[config.mk]
export PLATFORM = sky130hd
export DESIGN_NAME = uoi_out_ep_irq_flags
export DESIGN_NICKNAME = d
export VERILOG_FILES = /design/src/rtl/uoi_pkg.sv /design/src/rtl/uoi_out_ep_irq_flags.sv
export SDC_FILE = /design/constraint.sdc
export NUM_CORES = 1
export LEC_CHECK = 0
export ABC_AREA = 0
export BUFFER_PORTS_ARGS = -buffer_cell sky130_fd_sc_hd__buf_2
export CAP_MARGIN = 10
export CORE_MARGIN = 1
export CORE_UTILIZATION = 48
export DETAILED_ROUTE_END_ITERATION = 16
export GPL_TIMING_DRIVEN = 0
export PLACE_DENSITY = 0.82
export SLEW_MARGIN = 20
export SYNTH_ARGS = -nofsm -noshare
export SYNTH_HDL_FRONTEND = slang
export SYNTH_SLANG_ARGS = --single-unit
[constraint.sdc]
create_clock -name i_clock -period 3.1 [get_ports i_clock]
set_input_delay 0.31 -clock i_clock [delete_from_list [all_inputs] [get_ports i_clock]]
set_output_delay 0.31 -clock i_clock [all_outputs]
set_load 0.01 [all_outputs]
[src/rtl/uoi_pkg.sv]
// package of constants and types for the out endpoint interrupt flag block
// Summary of operation
// - bits 7 to 4 of the flag register read zero; writes to them are ignored
// - a software read returns current flags, then clears every pending flag except those with an event in the read cycle
// - bits 3, 2, 1 hold pending flags of out endpoints 3, 2, 1
// - eight-bit read-only flag register at address 0x04, bit 0 reads zero
// - interrupt request o_usb_irq is high whenever any pending flag is set
`default_nettype none
package uoi_pkg;
  // ---------------------------------------------------------------------------
  // register map
  // ---------------------------------------------------------------------------
  localparam logic [7:0] OUT_FLAGS_ADDR = 8'h04;
  localparam logic [7:0] IRQ_STATUS_ADDR = 8'h10;
  localparam logic [7:0] IRQ_CLEAR_ADDR = 8'h11;
  localparam logic [7:0] IRQ_ENABLE_ADDR = 8'h12;
  localparam logic [7:0] UNMAPPED_READ = 8'h00;
  // ---------------------------------------------------------------------------
  // field layout and reset values
  // ---------------------------------------------------------------------------
  localparam int EP_FIRST_BIT = 1;
  localparam int EP_COUNT = 3;
  localparam logic [2:0] FLAGS_RESET = 3'h0;
  localparam logic [2:0] ENABLE_RESET = 3'h7;
  localparam logic [2:0] STATUS_RESET = 3'h0;

  typedef struct packed {
    logic [7:0] addr;
    logic [7:0] wdata;
    logic wr;
    logic rd;
  } uoi_bus_req_t;
endpackage : uoi_pkg
`default_nettype wire

[src/rtl/uoi_out_ep_irq_flags.sv]
// out endpoint interrupt pending flags with read-to-clear register
`timescale 1ns/10ps
`default_nettype none
module uoi_out_ep_irq_flags (
  input wire logic i_clock,
  input wire logic i_rstn,
  input wire uoi_pkg::uoi_bus_req_t i_bus,
  input wire logic [2:0] i_out_ep_event,
  output logic [7:0] o_rdata,
  output logic o_usb_irq,
  output logic o_irq
);
  // ---------------------------------------------------------------------------
  // decode
  // ---------------------------------------------------------------------------
  logic rd_flags;
  logic rd_status;
  logic rd_enable;
  logic wr_clear;
  logic wr_enable;
  logic [2:0] flags_q;
  logic [2:0] flags_d;
  logic [2:0] status_q;
  logic [2:0] status_d;
  logic [2:0] enable_q;

  assign rd_flags = i_bus.rd && (i_bus.addr == uoi_pkg::OUT_FLAGS_ADDR);
  assign rd_status = i_bus.rd && (i_bus.addr == uoi_pkg::IRQ_STATUS_ADDR);
  assign rd_enable = i_bus.rd && (i_bus.addr == uoi_pkg::IRQ_ENABLE_ADDR);
  assign wr_clear = i_bus.wr && (i_bus.addr == uoi_pkg::IRQ_CLEAR_ADDR);
  assign wr_enable = i_bus.wr && (i_bus.addr == uoi_pkg::IRQ_ENABLE_ADDR);

  // ---------------------------------------------------------------------------
  // pending flags
  // ---------------------------------------------------------------------------
  always_comb begin
    flags_d = flags_q;
    if (rd_flags) begin
      flags_d = uoi_pkg::FLAGS_RESET;
    end
    flags_d = flags_d | i_out_ep_event;
  end

  always_ff @(posedge i_clock or negedge i_rstn) begin
    if (!i_rstn) begin
      flags_q <= uoi_pkg::FLAGS_RESET;
    end else begin
      flags_q <= flags_d;
    end
  end

  // ---------------------------------------------------------------------------
  // sticky status, clear and enable
  // ---------------------------------------------------------------------------
  always_comb begin
    status_d = status_q;
    if (wr_clear) begin
      status_d = status_q & ~i_bus.wdata[3:1];
    end
    status_d = status_d | i_out_ep_event;
  end

  always_ff @(posedge i_clock or negedge i_rstn) begin
    if (!i_rstn) begin
      status_q <= uoi_pkg::STATUS_RESET;
    end else begin
      status_q <= status_d;
    end
  end

  always_ff @(posedge i_clock or negedge i_rstn) begin
    if (!i_rstn) begin
      enable_q <= uoi_pkg::ENABLE_RESET;
    end else if (wr_enable) begin
      enable_q <= i_bus.wdata[3:1];
    end
  end

  // ---------------------------------------------------------------------------
  // read data
  // ---------------------------------------------------------------------------
  always_ff @(posedge i_clock or negedge i_rstn) begin
    if (!i_rstn) begin
      o_rdata <= uoi_pkg::UNMAPPED_READ;
    end else if (rd_flags) begin
      o_rdata <= {4'h0, flags_q, 1'h0};
    end else if (rd_status) begin
      o_rdata <= {4'h0, status_q, 1'h0};
    end else if (rd_enable) begin
      o_rdata <= {4'h0, enable_q, 1'h0};
    end else begin
      o_rdata <= uoi_pkg::UNMAPPED_READ;
    end
  end

  // ---------------------------------------------------------------------------
  // interrupt outputs
  // ---------------------------------------------------------------------------
  always_ff @(posedge i_clock or negedge i_rstn) begin
    if (!i_rstn) begin
      o_usb_irq <= 1'h0;
      o_irq <= 1'h0;
    end else begin
      o_usb_irq <= |flags_d;
      o_irq <= |(status_d & enable_q);
    end
  end
endmodule : uoi_out_ep_irq_flags
`default_nettype wire

* After elaboration in Yosys (flattened, before gate mapping) *
Index checks and enable logic that the tools add are counted.

storage, ports and cells
  bits in registers = 19
  input bits = 23
  output and inout port bits = 10
  logic and storage cells = 27

operators by class
  eq/ne operators = 4
  muxes and demuxes = 5
  bitwise operators = 5
  reduce and logical (&&, ||, !) cells = 7

operators by type and width
  kind                count
  $eq 8x5->1 const B  3
  $eq 8x3->1 const B  1
  $mux 4              2
  $mux 8              1
  $and 3x3->3         2
  $mux 3              2
  $or 3x3->3          2
  $reduce_or 3->1     2
  $logic_and 1x1->1   5
  $not 3->3           1

* Depth between registers and ports, before layout *
  depth in word-level cells = 6
  gate-level depth with buffers = 4
  mapped depth without buffers = 3

* Worst setup path before layout *
No wires, ideal clock.

  path type = input -> register
  start = input port i_bus[15] (netlist name)
  end = register enable_q[0]
  library setup time = 0.082 ns
  arrival time = 1.499 ns
  required time = 3.018 ns
  slack = 1.519 ns
  stages = 3
  path buffers = 0
  cells stage by stage = or4_4 > nor4_4 > mux2_2

on the way
  word-level cells in the longest chain between the ends = 2

RTL lines
  what                  line                        text
  from (decl)           uoi_out_ep_irq_flags.sv:7   input wire uoi_pkg::uoi_bus_req_t i_bus,
  $eq 8x5->1            uoi_out_ep_irq_flags.sv:31  assign wr_enable = i_bus.wr && (i_bus.addr == uoi_pkg::IRQ_ENABLE_ADDR);
  $logic_and 1x1->1     uoi_out_ep_irq_flags.sv:31
  to (signal assigned)  uoi_out_ep_irq_flags.sv:73  enable_q <= uoi_pkg::ENABLE_RESET;
  to (signal assigned)  uoi_out_ep_irq_flags.sv:75  enable_q <= i_bus.wdata[3:1];
  to (decl)             uoi_out_ep_irq_flags.sv:25  logic [2:0] enable_q;

No other way between the ends.
A chain may end at the register's enable or synchronous reset.

* Worst setup path in the final report *
  start = input port i_bus[15] (netlist name)
  end = register enable_q[2]

The elaborated chain is that of the path after synthesis.

==> qor.csv <==
metric,value,unit
status,completed,
Worst Setup Path Type,primary input to register,
most used standard cell by instance count after synthesis,dfrtp_1,
sequential cell area,354.1,um2
sequential element share of the synthesized area,0.4788,
H-tree lvl count,1,
synth cell count leaders,"dfrtp_1 (11), o21ai_0 (6), buf_4 (5)",
Fin Hold WS,0.2360,ns
RD Place Congestion,0.7975,
ranking of synthesized cells by area,"dfrtp_1 (37%), dfstp_2 (11%), buf_4 (5.1%)",
DPL Wire Length,1125,um
placed cell count,106,
"Max FO, Critical Path",3,
ANT nets after route,0,
r2r startpoint,enable_q[1],
post-synth top area cell,dfrtp_1,
# clock sinks,14,
post-route design area,914.6,um2
Layout Cells excl Fill,111,
post-CTS resize count,0,
Clock Latency Late Sink,0.28,ns
Layout Nets,120,
max_slew headroom,0.6441,
worst path bufs/invs,1,
reg2reg setup slack,2.02,ns
chip width,41.25,um
crit path time final,1.478,ns
Via Count,598,
Mapped Area,739.5,um2
accumulated negative setup slack,0,ns
Worst Hold Path EP,status_q[0],
Crit. End Element,register,
row cnt,13,
Tightest Hold Check Type,primary input to register,
"Async S/R FF share, synth",1.000,
TritonCTS Buffers,3,
Slowest cell on crit path,or4_4,
initial antenna violation count,0,
fmax,676.6,MHz
DR vias/cell,5.387,
worst ir drop on vdd,0.3704,mV
"Hold Violations, Final",0,
"Avg Cell Area, Syn",11.20,um2
chip height,41.25,um
IO Port Bufs,21,
CTS tree,yes,
startpoint class of the critical path,primary input,
Clock Pin Slew Worst Setup and Hold Paths,0.08,ns
Worst EP required,3.31,ns
Post-Route WL,1451,um
Min-Delay Path Depth,2,
Clock Skews,0.006486,ns
total track usage,0.2231,
drt wl/cell,13.07,um
fill cell count,117,
RSZ-0062 raised after global routing,false,
R2R Path End,o_irq,
dpl cell area,878.3,um2
GRT overflow,0,
Post-synth top flop,dfrtp_1,
first-pass GRT wire length,2297,um
Power Dens Cells,381.4,nW/um2
#FFs+latches synth,14,
crit path cell chain,"buf_2, or4_4, nor4_4, mux2_2",
vias in the first global route,526,
worst stage delay on the critical path,0.57,ns
"Slew Viols, Final",0,
DRT iter0 DRCs,4,
DR DRC count,0,
Clock Path Buffers,2,
Unique masters post-synth,25,
"delay-heaviest family, CP",simple AND/OR/NAND/NOR gates,
Pleak,0.4145,nW
Pre-Repair DR Iteration Count,4,
footprint of the multi-input gates,342.8,um2
diode count,0,
Worst Tran Pin Value,0.5289,ns
layout cells sized above 1,0.4063,
largest net degree at the start of global routing,15,
# IOs,33,
Ys Warns,0,
Final period util,0.4767,
worst r2r path cells,3,
"EDFF count, synth",0,
Initial Utilization,0.5412,
core area,1366,um2
cell count after synthesis,66,
area share of the largest cell type after synthesis,0.3723,
Arrival @ worst endpoint,1.68,ns
root buffer cell,clkbuf_4,
Final Setup Violations,0,
Die ar.,1702,um2
P&R area growth vs syn,23.69,%
hold wc startpoint,i_bus[3],
max_cap viols,0,
-- sequential cells by signal, indices dropped and copies added (netlist names) --
signal and count:
o_rdata 3, enable_q 3, flags_q 3, o_usb_irq 1, o_irq 1, status_q 3
-- stage by stage --
step	setup slack, ns	power (mW)	utilization
floorplan	1.519	0.2205	-
global placement	1.317	0.2430	0.6429
detailed placement	1.323	0.2442	0.6429
CTS	1.619	0.3515	0.6694
global route	1.596	0.3668	0.6694
finish	1.622	0.3489	0.6694
-- layer usage --
metal  vias to the layer above  routed length, um  track usage
met4                         0                  8      0.04839
met3                         2                 85      0.09783
met2                        19                752       0.3828
li1                        296                  -            -
met5                         -                  0            0
met1                       281                604       0.2542
-- repair_timing --
item                      4_1_cts  5_1_grt
hold endpoints to repair       11        0
hold buffers                    1        0
setup buffers                   0        0
-- report_power, final --
group	internal, mW	switching [mW]
sequential	0.189	0.00212
clock	0.0499	0.0569
combinational	0.0239	0.0272
-- worst max path at each step --
stage                       end  slack, ns  cells past startpoint      start
finish              enable_q[2]       1.62                      4  i_bus[15]
global route        enable_q[2]       1.60                      4  i_bus[15]
CTS                 enable_q[2]       1.62                      4  i_bus[15]
detailed placement  enable_q[2]       1.32                      4  i_bus[15]
global placement    enable_q[1]       1.32                      4  i_bus[15]
floorplan           enable_q[0]       1.52                      3  i_bus[15]
-- cell families after synthesis --
| group | synth area share |
|---|---|
| AND/OR/NAND/NOR | 0.1963 |
| multiplexers | 0.08629 |
| flip-flops | 0.4788 |
| AO/OA/AOI/OAI | 0.1557 |
| buffers and inverters | 0.07783 |
| other | 0.005071 |
-- worst reg2reg max path, cell delays in order (launching register included) --
cell       delay, ns
dfstp_2         0.55
o21ai_0         0.07
and3_1          0.18
o2111ai_1       0.20
-- cells in the final DEF, fill, tap and decap left out, drive strengths merged, types with 2 or more instances in the layout --
cell	n
inv	4
dfstp	3
a31oi	3
nor2	4
o21ai	6
nor2b	4
nor4	2
mux2	3
o2111ai	2
mux2i	3
conb	5
a21o	3
dfrtp	11
o2bb2ai	3
clkbuf	4
buf	27
-- cell type report --
class	instances	area share
multi-input cells	46	0.3748
clock buffers	4	0.02873
plain buffers	6	0.04651
repair buffers	22	0.1259
inverters	4	0.01642
well taps	15	0.02052
flip-flops and latches	14	0.3871
Note: power is estimated with default switching activity, not from simulation.
